$ cat config.mk
export PLATFORM = sky130hd
export DESIGN_NAME = fuse_config_decoder
export DESIGN_NICKNAME = d
export VERILOG_FILES = /design/src/fuse_config_pkg.sv /design/src/fuse_config_decoder.sv /design/src/fuse_shadow_mem.sv /design/src/gpio_hold_timer.sv
export VERILOG_INCLUDE_DIRS = /design/src /design/src/src
export SDC_FILE = /design/constraint.sdc
export NUM_CORES = 1
export LEC_CHECK = 0
export BUFFER_PORTS_ARGS = -buffer_cell sky130_fd_sc_hd__buf_4
export CAP_MARGIN = 10
export CORE_UTILIZATION = 45
export CTS_CLUSTER_SIZE = 14
export DETAILED_ROUTE_END_ITERATION = 8
export MAX_ROUTING_LAYER = met4
export PLACE_DENSITY = 0.66
export SKIP_CTS_REPAIR_TIMING = 1
export SLEW_MARGIN = 20
export SYNTH_ARGS = -nofsm -noshare
export SYNTH_HDL_FRONTEND = slang
export SYNTH_HIERARCHICAL = 1
export SYNTH_SLANG_ARGS = --single-unit
$ cat constraint.sdc
create_clock -name clk_i -period 13.25 [get_ports clk_i]
set_clock_uncertainty 0.05 [all_clocks]
set_input_delay 2.65 -clock clk_i [delete_from_list [all_inputs] [get_ports clk_i]]
set_output_delay 2.65 -clock clk_i [all_outputs]
set_load 0.05 [all_outputs]
$ cat src/fuse_config_defines.svh
// Offsets, field positions, reset values and timing counts of the fuse decoder
`ifndef FUSE_CONFIG_DEFINES_SVH
`define FUSE_CONFIG_DEFINES_SVH

// ----------------------------------------
// Fuse indices, byte address is four times
// ----------------------------------------
`define OSC_CFG_IDX 4'h2
`define TMR_CFG_IDX 4'h4
`define SYS_CFG_A_IDX 4'h5
`define SYS_CFG_B_IDX 4'h6
`define APP_END_IDX 4'h7
`define BOOT_END_IDX 4'h8
`define LOCK_IDX 4'hA
`define FUSE_COUNT 11

// ----------------------------------------
// Extra registers
// ----------------------------------------
`define STATUS_ADDR 8'h40
`define CTRL_ADDR 8'h44
`define CAL_ADDR 8'h48

// ----------------------------------------
// Field positions
// ----------------------------------------
`define OSC_LOCK_BIT 7
`define FREQ_LSB 0
`define CRC_LSB 6
`define RSTPIN_LSB 2
`define EEPROM_RETAIN_ON_ERASE_BIT 0
`define SUT_LSB 0

// ----------------------------------------
// Codes and reset values
// ----------------------------------------
`define FREQ_16M 2'h1
`define FREQ_20M 2'h2
`define OPEN_CODE 8'hC5
`define SYS_CFG_A_RESET 8'hC4

// ----------------------------------------
// Timing
// ----------------------------------------
`define GPIO_HOLD_LF_CYCLES 768
`define CLK_HZ 20000000
`define MS_CYCLES (`CLK_HZ / 1000)

`endif

$ cat src/fuse_config_pkg.sv
// Types shared by the fuse decoder files
package fuse_config_pkg;

    typedef enum logic [1:0] {
        CRC_FULL_FLASH = 2'b00,
        CRC_BOOT_ONLY = 2'b01,
        CRC_BOOT_APP = 2'b10,
        CRC_DISABLED = 2'b11
    } crc_scan_source_e;

    typedef enum logic [1:0] {
        PIN_GPIO = 2'b00,
        PIN_PROG = 2'b01,
        PIN_RESET = 2'b10,
        PIN_RSVD = 2'b11
    } reset_pin_function_e;

    typedef enum logic [1:0] {
        LD_IDLE = 2'b00,
        LD_READ = 2'b01,
        LD_WAIT = 2'b10,
        LD_DONE = 2'b11
    } load_state_e;

    typedef struct packed {
        logic osc_cal_write_lock;
        logic [1:0] osc_frequency_choice;
        logic freq_reserved;
        logic [6:0] coarse_cal_value;
        logic [3:0] temp_cal_value;
    } osc_setup_s;

    typedef struct packed {
        logic [3:0] compare_pin_enable;
        logic [3:0] compare_default_level;
    } timer_setup_s;

    typedef struct packed {
        logic [7:0] boot_end_block;
        logic [7:0] app_end_block;
        logic whole_flash_boot;
        logic no_app_data;
    } flash_map_s;

    typedef struct packed {
        logic [6:0] coarse;
        logic [3:0] temp;
    } cal_set_s;

endpackage

$ cat src/fuse_config_decoder.sv
// Reset-time loader and decoder for the nonvolatile configuration bytes
//
// Decided for this implementation: the Wishbone slave port.
`include "fuse_config_defines.svh"

module fuse_config_decoder (
    input wire logic clk_i,
    input wire logic rst_i,
    input wire logic por_i,
    input wire logic lf_clk_i,
    // Nonvolatile store
    output logic [3:0] nv_addr_o,
    output logic nv_rd_o,
    input wire logic [7:0] nv_data_i,
    input wire logic nv_valid_i,
    // Factory calibration sets
    input wire fuse_config_pkg::cal_set_s cal_16m_i,
    input wire fuse_config_pkg::cal_set_s cal_20m_i,
    // Classic Wishbone slave
    input wire logic cyc_i,
    input wire logic stb_i,
    input wire logic we_i,
    input wire logic [7:0] adr_i,
    input wire logic [3:0] sel_i,
    input wire logic [31:0] dat_i,
    output logic [31:0] dat_o,
    output logic ack_o,
    // Decoded outputs
    output fuse_config_pkg::osc_setup_s osc_o,
    output fuse_config_pkg::timer_setup_s timer_o,
    input wire logic [3:0] compare_raw_i,
    input wire logic fault_detect_flag_i,
    input wire logic debug_entry_i,
    output logic [3:0] compare_pin_o,
    output logic [3:0] compare_pin_oe_o,
    output fuse_config_pkg::crc_scan_source_e crc_scan_source_o,
    output fuse_config_pkg::reset_pin_function_e reset_pin_function_o,
    output logic gpio_drive_allow_o,
    input wire logic chip_erase_i,
    output logic eeprom_erase_o,
    output logic [2:0] startup_delay_select_o,
    output logic startup_done_o,
    output fuse_config_pkg::flash_map_s flash_map_o,
    output logic device_locked_o,
    input wire logic prog_bus_req_i,
    output logic prog_bus_grant_o,
    output logic load_done_o
);

    // ----------------------------------------
    // Helpers
    // ----------------------------------------
    function automatic logic [25:0] sut_cycles(input logic [2:0] code);
        logic [25:0] ms;
        ms = 26'h0000000;
        if (code != 3'h0) begin
            ms = 26'h0000001 << (code - 3'h1);
        end
        sut_cycles = 26'(ms * 26'(`MS_CYCLES));
    endfunction

    function automatic logic is_open(input logic [7:0] code);
        is_open = (code == `OPEN_CODE);
    endfunction

    // ----------------------------------------
    // Load sequencer
    // ----------------------------------------
    fuse_config_pkg::load_state_e state_reg;
    fuse_config_pkg::load_state_e state_next;
    logic [3:0] idx_reg;
    logic por_pending_reg;
    logic [7:0] osc_byte_reg;
    logic [7:0] tmr_byte_reg;
    logic [7:0] sys_a_reg;
    logic [7:0] sys_b_reg;
    logic [7:0] app_reg;
    logic [7:0] boot_reg;
    logic [7:0] lock_reg;
    logic last_idx;
    logic take_byte;

    assign last_idx = (idx_reg == 4'(`FUSE_COUNT - 1));
    assign take_byte = (state_reg == fuse_config_pkg::LD_WAIT) && nv_valid_i;
    assign nv_addr_o = idx_reg;
    assign nv_rd_o = (state_reg == fuse_config_pkg::LD_READ);
    assign load_done_o = (state_reg == fuse_config_pkg::LD_DONE);

    always_comb begin
        state_next = state_reg;
        case (state_reg)
            fuse_config_pkg::LD_IDLE: state_next = fuse_config_pkg::LD_READ;
            fuse_config_pkg::LD_READ: state_next = fuse_config_pkg::LD_WAIT;
            fuse_config_pkg::LD_WAIT: begin
                if (nv_valid_i) begin
                    state_next = last_idx ? fuse_config_pkg::LD_DONE : fuse_config_pkg::LD_READ;
                end
            end
            fuse_config_pkg::LD_DONE: state_next = fuse_config_pkg::LD_DONE;
            default: state_next = fuse_config_pkg::LD_IDLE;
        endcase
    end

    // ----------------------------------------
    // Wishbone decode
    // ----------------------------------------
    logic ack_reg;
    logic stage_reg;
    logic [31:0] dat_reg;
    logic req;
    logic wr_req;
    logic [3:0] word_idx;
    logic fuse_space;
    logic lock_write;
    logic [31:0] rd_word;
    logic [7:0] shadow_rdata;

    // Two wait states: shadow read data is registered, so it trails the address by a cycle
    assign req = cyc_i && stb_i && !ack_reg;
    // Write lands on the edge at which the master sees ack
    assign wr_req = cyc_i && stb_i && we_i && ack_reg;
    assign word_idx = adr_i[5:2];
    // Shadow words past the fuse count fall outside fuse space, so they read as zero
    assign fuse_space = (adr_i[7:6] == 2'h0) && (adr_i[1:0] == 2'h0) && (word_idx < 4'(`FUSE_COUNT));
    // Only the lock byte accepts writes, and only after loading
    assign lock_write = wr_req && fuse_space && sel_i[0] && load_done_o
        && (word_idx == `LOCK_IDX);
    assign ack_o = ack_reg;
    assign dat_o = dat_reg;

    // Shadow keeps a readable copy of every fuse byte
    fuse_shadow_mem u_shadow (
        .clk_i(clk_i),
        .we_i(take_byte || lock_write),
        .waddr_i(lock_write ? `LOCK_IDX : idx_reg),
        .wdata_i(lock_write ? dat_i[7:0] : nv_data_i),
        .raddr_i(word_idx),
        .rdata_o(shadow_rdata)
    );

    // ----------------------------------------
    // Decoded fields
    // ----------------------------------------
    logic [1:0] freq_code;
    fuse_config_pkg::cal_set_s cal_pick;
    logic locked;
    logic [25:0] sut_count_reg;
    logic sut_done_reg;
    logic gpio_hold;
    logic [3:0] default_level_reg;

    assign freq_code = osc_byte_reg[`FREQ_LSB +: 2];
    assign cal_pick = (freq_code == `FREQ_16M) ? cal_16m_i : cal_20m_i;
    assign locked = !is_open(lock_reg);

    assign osc_o.osc_cal_write_lock = osc_byte_reg[`OSC_LOCK_BIT];
    assign osc_o.osc_frequency_choice = freq_code;
    assign osc_o.freq_reserved = (freq_code != `FREQ_16M) && (freq_code != `FREQ_20M);
    assign osc_o.coarse_cal_value = cal_pick.coarse;
    assign osc_o.temp_cal_value = cal_pick.temp;

    assign timer_o = tmr_byte_reg;
    // Default level replaces the compare value until loaded or in faulted debug
    assign compare_pin_o = (!load_done_o || (debug_entry_i && fault_detect_flag_i))
        ? tmr_byte_reg[3:0] : compare_raw_i;
    assign compare_pin_oe_o = load_done_o ? tmr_byte_reg[7:4] : 4'h0;

    assign crc_scan_source_o = fuse_config_pkg::crc_scan_source_e'(sys_a_reg[`CRC_LSB +: 2]);
    assign reset_pin_function_o = fuse_config_pkg::reset_pin_function_e'(sys_a_reg[`RSTPIN_LSB +: 2]);
    assign gpio_drive_allow_o = load_done_o && !gpio_hold
        && (reset_pin_function_o == fuse_config_pkg::PIN_GPIO);
    // Treated as locked while loading, so erase never trusts a stale retain bit
    assign eeprom_erase_o = chip_erase_i && (device_locked_o || !sys_a_reg[`EEPROM_RETAIN_ON_ERASE_BIT]);
    assign startup_delay_select_o = sys_b_reg[`SUT_LSB +: 3];
    assign startup_done_o = sut_done_reg;

    assign flash_map_o.boot_end_block = boot_reg;
    assign flash_map_o.app_end_block = app_reg;
    assign flash_map_o.whole_flash_boot = (boot_reg == 8'h00);
    assign flash_map_o.no_app_data = (app_reg == 8'h00);

    // Locked until the lock byte is known, so nothing leaks early
    assign device_locked_o = locked || !load_done_o;
    assign prog_bus_grant_o = prog_bus_req_i && !device_locked_o;

    gpio_hold_timer u_hold (
        .clk_i(clk_i),
        .rst_i(rst_i),
        .lf_clk_i(lf_clk_i),
        .hold_o(gpio_hold)
    );

    assign rd_word = (adr_i == `STATUS_ADDR) ? {26'h0, gpio_hold, sut_done_reg, locked,
            osc_o.freq_reserved, load_done_o, por_pending_reg}
        : (adr_i == `CAL_ADDR) ? {21'h0, cal_pick}
        : (adr_i == `CTRL_ADDR) ? {28'h0, default_level_reg}
        : fuse_space ? {24'h0, shadow_rdata} : 32'h0;

    // ----------------------------------------
    // Registers
    // ----------------------------------------
    always_ff @(posedge clk_i) begin
        if (rst_i) begin
            state_reg <= fuse_config_pkg::LD_IDLE;
            idx_reg <= 4'h0;
            sut_count_reg <= 26'h0;
            sut_done_reg <= 1'b0;
            ack_reg <= 1'b0;
            stage_reg <= 1'b0;
            dat_reg <= 32'h0;
            if (por_i) begin
                por_pending_reg <= 1'b1;
            end
        end else begin
            state_reg <= state_next;
            stage_reg <= req && !stage_reg;
            ack_reg <= req && stage_reg;
            dat_reg <= req && stage_reg && !we_i ? rd_word : 32'h0;
            if (take_byte) begin
                idx_reg <= idx_reg + 4'h1;
                if (last_idx) begin
                    por_pending_reg <= 1'b0;
                end
            end
            if (load_done_o && !sut_done_reg) begin
                sut_count_reg <= sut_count_reg + 26'h1;
                if (sut_count_reg >= sut_cycles(startup_delay_select_o)) begin
                    sut_done_reg <= 1'b1;
                end
            end
        end
    end

    // Captured bytes; held until the next load, the timer byte until the next power-on load, the lock byte also taking bus writes
    always_ff @(posedge clk_i) begin
        if (rst_i && por_i) begin
            sys_a_reg <= `SYS_CFG_A_RESET;
        end
        if (take_byte) begin
            case (idx_reg)
                `OSC_CFG_IDX: osc_byte_reg <= nv_data_i;
                `TMR_CFG_IDX: begin
                    if (por_pending_reg) begin
                        tmr_byte_reg <= nv_data_i;
                    end
                end
                `SYS_CFG_A_IDX: sys_a_reg <= nv_data_i;
                `SYS_CFG_B_IDX: sys_b_reg <= nv_data_i;
                `APP_END_IDX: app_reg <= nv_data_i;
                `BOOT_END_IDX: boot_reg <= nv_data_i;
                `LOCK_IDX: lock_reg <= nv_data_i;
                default: ;
            endcase
        end else if (lock_write) begin
            lock_reg <= dat_i[7:0];
        end
        default_level_reg <= tmr_byte_reg[3:0];
        if (rst_i && por_i) begin
            osc_byte_reg <= 8'h00;
            tmr_byte_reg <= 8'h00;
            sys_b_reg <= 8'h00;
            app_reg <= 8'h00;
            boot_reg <= 8'h00;
            lock_reg <= 8'h00;
            default_level_reg <= 4'h0;
        end
    end
endmodule

$ cat src/fuse_shadow_mem.sv
// Small shadow memory holding the loaded fuse bytes
module fuse_shadow_mem (
    input wire logic clk_i,
    input wire logic we_i,
    input wire logic [3:0] waddr_i,
    input wire logic [7:0] wdata_i,
    input wire logic [3:0] raddr_i,
    output logic [7:0] rdata_o
);
    logic [7:0] mem [0:15];

    always_ff @(posedge clk_i) begin
        if (we_i) begin
            mem[waddr_i] <= wdata_i;
        end
        rdata_o <= mem[raddr_i];
    end
endmodule

$ cat src/gpio_hold_timer.sv
// Counts low-frequency cycles after reset before the shared pin may drive
module gpio_hold_timer (
    input wire logic clk_i,
    input wire logic rst_i,
    input wire logic lf_clk_i,
    output logic hold_o
);
    logic lf_s1_reg;
    logic lf_s2_reg;
    logic lf_s3_reg;
    logic [9:0] count_reg;
    logic lf_rise;

    // Pin clock is foreign: two flops before the edge detector
    assign lf_rise = lf_s2_reg & ~lf_s3_reg;
    assign hold_o = (count_reg != 10'(`GPIO_HOLD_LF_CYCLES));

    always_ff @(posedge clk_i) begin
        lf_s1_reg <= lf_clk_i;
        lf_s2_reg <= lf_s1_reg;
        lf_s3_reg <= lf_s2_reg;
        if (rst_i) begin
            count_reg <= 10'h000;
        end else if (lf_rise && hold_o) begin
            count_reg <= count_reg + 10'h001;
        end
    end
endmodule

After elaboration in Yosys (flattened, before gate mapping)
Memory sizes are Yosys's and may differ from the RTL's. A register that Yosys moved wholly into a read port is not among the register bits.
Index checks and enable logic that the tools add are counted.
{ "word_totals": {"mem_bits_rw": 128, "output_inout_bits": 100, "ff_bits": 136, "elab_cells": 140, "mem_count": 1} }
{ "memory_table": {"columns": ["name", "words", "width", "rd", "rd_clocked_by_memory_dff", "write_ports", "line_no", "source"], "rows": [
  ["u_shadow.mem", 16, 8, 1, 1, 1, "fuse_shadow_mem.sv:10", "logic [7:0] mem [0:15];"]
]} }
{ "op_classes": {"eq_ne": 22, "mux": 27, "reduce_logical": 57, "n_bitwise": 3, "magnitude_cmp": 2, "n_mul": 1, "add_sub_neg": 4, "shift": 1} }
{ "ops": {"columns": ["operator", "count"], "rows": [
  ["$mux W26", 3],
  ["$mux W8", 9],
  ["$add A26 B1 Y26 const B", 1],
  ["$ge A26 B26 Y1", 1],
  ["$mul A26 B10 Y21 const B", 1],
  ["$shl A1 B3 Y26 const A", 1],
  ["$eq A8 B7 Y1 const B", 3],
  ["$logic_and A1 B1 Y1", 23],
  ["$mux W11", 2],
  ["$eq A4 B3 Y1 const B", 4],
  ["$logic_not A8 Y1", 2],
  ["$eq A4 B4 Y1 const B", 3],
  ["$mux W4", 3],
  ["$reduce_and A2 Y1", 6],
  ["$add A10 B1 Y10 const B", 1],
  ["$ne A10 B10 Y1 const B", 1],
  ["$logic_not A1 Y1", 9],
  ["$eq A8 B8 Y1 const B", 1],
  ["$logic_not A2 Y1", 4],
  ["$pmux W2 S4", 1],
  ["$mux W1", 6],
  ["$mux W6", 1],
  ["$ne A2 B2 Y1 const B", 3],
  ["$reduce_and A3 Y1", 2],
  ["other kinds (16)", 26]
]} }

Logic depth before layout (Yosys ltp)
{ "logic_depth": {"ltp_word": 10, "ltp_mapped": 22, "ltp_nobuf": 21} }

By module
Netlist, hierarchy kept.
{ "modules_own_cells": {"columns": ["module", "seq_area_each_um2", "area_per_inst_um2", "cells_per_inst", "instances"], "rows": [
  ["fuse_config_decoder", 1891.8, 6002.0, 690, 1],
  ["fuse_shadow_mem", 4003.8, 5147.4, 229, 1],
  ["gpio_hold_timer", 260.2, 603.1, 68, 1]
]} }

Worst setup path before layout
Ideal clock, no wire load.
{ "synth_timing": {"path_kind": "in2out", "startpoint": "input port chip_erase_i", "endpoint": "output port eeprom_erase_o", "stages": 1, "t_required_ns": 10.550, "path_slack_ns": 6.761, "arrival_ns": 3.789, "path_buffers": 0, "path_cell_list": "a21boi_0"} }
{ "synth_via": {"elab_chain_len": 1} }
{ "synth_lines": {"columns": ["element", "line_no", "source"], "rows": [
  ["from (decl)", "fuse_config_decoder.sv:39", "input wire logic chip_erase_i,"],
  ["$logic_and A1 B1 Y1", "fuse_config_decoder.sv:173", "assign eeprom_erase_o = chip_erase_i && (device_locked_o || !sys_a_reg[`EEPROM_RETAIN_ON_ERASE_BIT]);"],
  ["to (decl)", "fuse_config_decoder.sv:40", "output logic eeprom_erase_o,"]
]} }
No other way between the ends.

Worst setup path after layout
{ "layout_timing": {"startpoint": "input port debug_entry_i", "endpoint": "output port compare_pin_o[3]"} }
{ "layout_via": {"elab_chain_len": 3} }
{ "layout_lines": {"columns": ["element", "line_no", "source"], "rows": [
  ["from (decl)", "fuse_config_decoder.sv:33", "input wire logic debug_entry_i,"],
  ["$logic_and A1 B1 Y1", "fuse_config_decoder.sv:164", "assign compare_pin_o = (!load_done_o || (debug_entry_i && fault_detect_flag_i))"],
  ["$logic_or A1 B1 Y1", "fuse_config_decoder.sv:164", null],
  ["$mux W4", "fuse_config_decoder.sv:165", "? tmr_byte_reg[3:0] : compare_raw_i;"],
  ["to (decl)", "fuse_config_decoder.sv:34", "output logic [3:0] compare_pin_o,"]
]} }
No other way between the ends.

==> parameters.txt <==
Parameter                              Value

Yosys
  Post-synth ARST share    0
  Biggest area consumer among synthesized cells    edfxtp_1
  EDFF count, synth    129
  Synthesized instance count    987
  Top-area cell type share of the netlist area    0.330
  Number of distinct standard cells referenced by the synthesized netlist    72
  Number of synthesized register bits    243
  Area of the mapped netlist    11800 um^2
  Syn. warnings    6
  Sequential cell area fraction in the yosys report    0.524
  Synth Flop Type    edfxtp_1
  Largest cells by area after synthesis    edfxtp_1 (33%), dfxtp_1 (19%), ha_1 (6.3%)
  Synthesized area per cell    11.9 um^2

Route
  Met3 layer wire length in the routed design    1.37 mm
  ANT nets after route    0
  Initial DRT Pass Iterations    5
  Met2 routed wirelength    13.9 mm
  Detailed Route Iter0 Violations    619
  Count of vias placed by the detailed router    7961
  Number of remaining DRC errors    0
  Metal1 wirelength    11.2 mm
  Detailed-route wire length    27.2 mm
  Routed wire length per instance    18.5 um
  Via-per-instance ratio    5.42
  Highest metal used    met4

Global routing
  Global routing usage summed across all routing layers    0.212
  Wire length of the first global-routing pass    42.0 mm
  Via count of the first global-routing pass    7634
  Number of antenna violations at the first check in global routing    0
  Pin count of the biggest net entering global routing    54
  Overflow after GRT    0

STA
  Max_slew headroom    0.296
  Number of hold-slack violations in the final timing report    0
  Final WS setup    7100 ps
  Final min period    6150 ps
  Final Max Slew Viols    0
  Tightest Pin Transition    1050 ps
  Final period utilization    0.464
  Setup repair after global routing missed its margin    no
  Setup TNS Final    0 ps
  Highest Clock Rate    0.163 GHz
  Count of endpoints failing setup in the final report    0

Layout
  Sequential standard cell area    6160 um^2
  Most common cell after layout, fill and taps aside    buf_4
  Area used by multi-input combinational logic    5080 um^2
  Final instance area    13800 um^2
  Net count reported at finish    1275
  Count of antenna diodes in the layout    0
  Share of cells above drive strength 1    0.208
  Flip-flop count of the largest register after layout    128
  Commonest cells after routing, fill and taps aside    buf_4 (147), edfxtp_1 (129), dfxtp_1 (114)
  Synth-to-layout area growth    17.2%
  Fill cell instance count of the final layout    2210

Power
  Register share of total power    0.493
  Switch share    0.224
  Overall power    1630 uW
  Internal power of the cells    1260 uW
  Net switching power figure    364 uW
  Share of total power in the clock network    0.442
  Static leakage    0.00548 uW
  Proportion of power drawn by combinational gates    0.065
  PD cells    118 nW/um^2
  Worst-case vdd ir drop    92.5 uV

Setup path
  Crit Path Max Fanout    4
  Critical Path Start Type    input pin
  Endpoint kind of the worst setup timing path    output pin
  Setup crit start    debug_entry_i
  Data required time of the critical path    10550 ps
  Setup CP Type    input pin to output pin
  Startpoint of the worst-slack reg-to-reg timing path    sys_b_reg[2]
  Worst path arrival time    3450 ps

Floorplanning
  Chip Height    164 um
  Total Die Area    26800 um^2
  Die X    164 um
  Number of cell rows    58
  Number of placed I/O pins    190
  Core area    25400 um^2
  Starting utilization of the core area    0.463

Min path
  Min-delay worst type    flip-flop to flip-flop
  Source of the worst hold timing path    u_hold/lf_s1_reg

Place
  IO buf count    141
  Final Wtd Congestion    0.827
  Total cell area at the placement stage    12900 um^2
  Pre-CTS worst setup slack    6810 ps
  Detailed placer's ending HPWL    19.2 mm

Clocking
  Maximum clock path buffer count    3
  Clk root buf    clkbuf_16
  # H-tree levels    1
  Clk pin slew, worst setup/hold paths    60 ps
  Clock buffer count from CTS    26
  CTS tree    yes
  Skew-Pair Late Insertion Delay    530 ps
  CTS Sinks    243

Run
  Number of violations of the max-capacitance limit    0

Outcome
  Status    finished clean
## logic make-up after synthesis
kind of cell / after synthesis / share of synthesized area
and+or+nand+nor: 322 / 0.139
DFF: 243 / 0.524
AOI/OAI and AO/OA: 117 / 0.0680
buffers and inverters: 117 / 0.0534
muxes: 89 / 0.116
adders and majority gates: 67 / 0.0764
xor gates and xnor gates: 31 / 0.0231
other: 1 / 0.000319
## final timing paths
check                           slack (ps)                to  depth (start not counted)
worst max-delay path                  7100  compare_pin_o[3]                          5
worst min-delay path                   280  u_hold/lf_s2_reg                          0
worst max register to register        7480    startup_done_o                         19
worst min register to register         280  u_hold/lf_s2_reg                          0
## metal layers
metal / GRT usage / vias to the layer above
met2: 0.366 / 186
met4: 0.0648 / 0
met5: - / -
met3: 0.0325 / 52
li1: - / 3841
met1: 0.254 / 3882
## critical path: stages
cell and delay (ps):
buf_4 80, nand2_1 40, nand2_1 140, mux2_2 350, buf_4 190
## power by group through the flow
stage | Combinational (uW) | Sequential [uW] | Clock [uW]
after floorplan | 76.2 | 816 | 0
after global placement | 105 | 818 | 0
after detailed placement | 107 | 818 | 0
after CTS | 107 | 802 | 732
after global routing | 115 | 802 | 761
final | 106 | 802 | 718
## area by class of cell
type	count	share of cell area
inverters	45	0.0123
multi-input cells	655	0.369
clock buffers	32	0.0496
clock inverters	16	0.0125
repair buffers	147	0.0801
flip-flops and latches	243	0.447
well taps	330	0.0300
## through the flow
step           std cells  utilization  hold WS, ps
3_3_place_gp        1420        0.509          260
5_1_grt             1468        0.542          284
6_report            1468        0.542          277
3_5_place_dp        1420        0.509          264
4_1_cts             1468        0.542          279
2_1_floorplan       1015            -          260
## synth_stat cells (19+ instances only)
master	count
edfxtp_1	129
dfxtp_1	114
nor2_1	104
nand2_1	70
ha_1	59
inv_1	44
mux2i_1	39
buf_4	27
a21oi_1	26
clkbuf_1	24
o21ai_0	24
xnor2_1	22
a22oi_1	19
(Power assumes the default switching activity.)
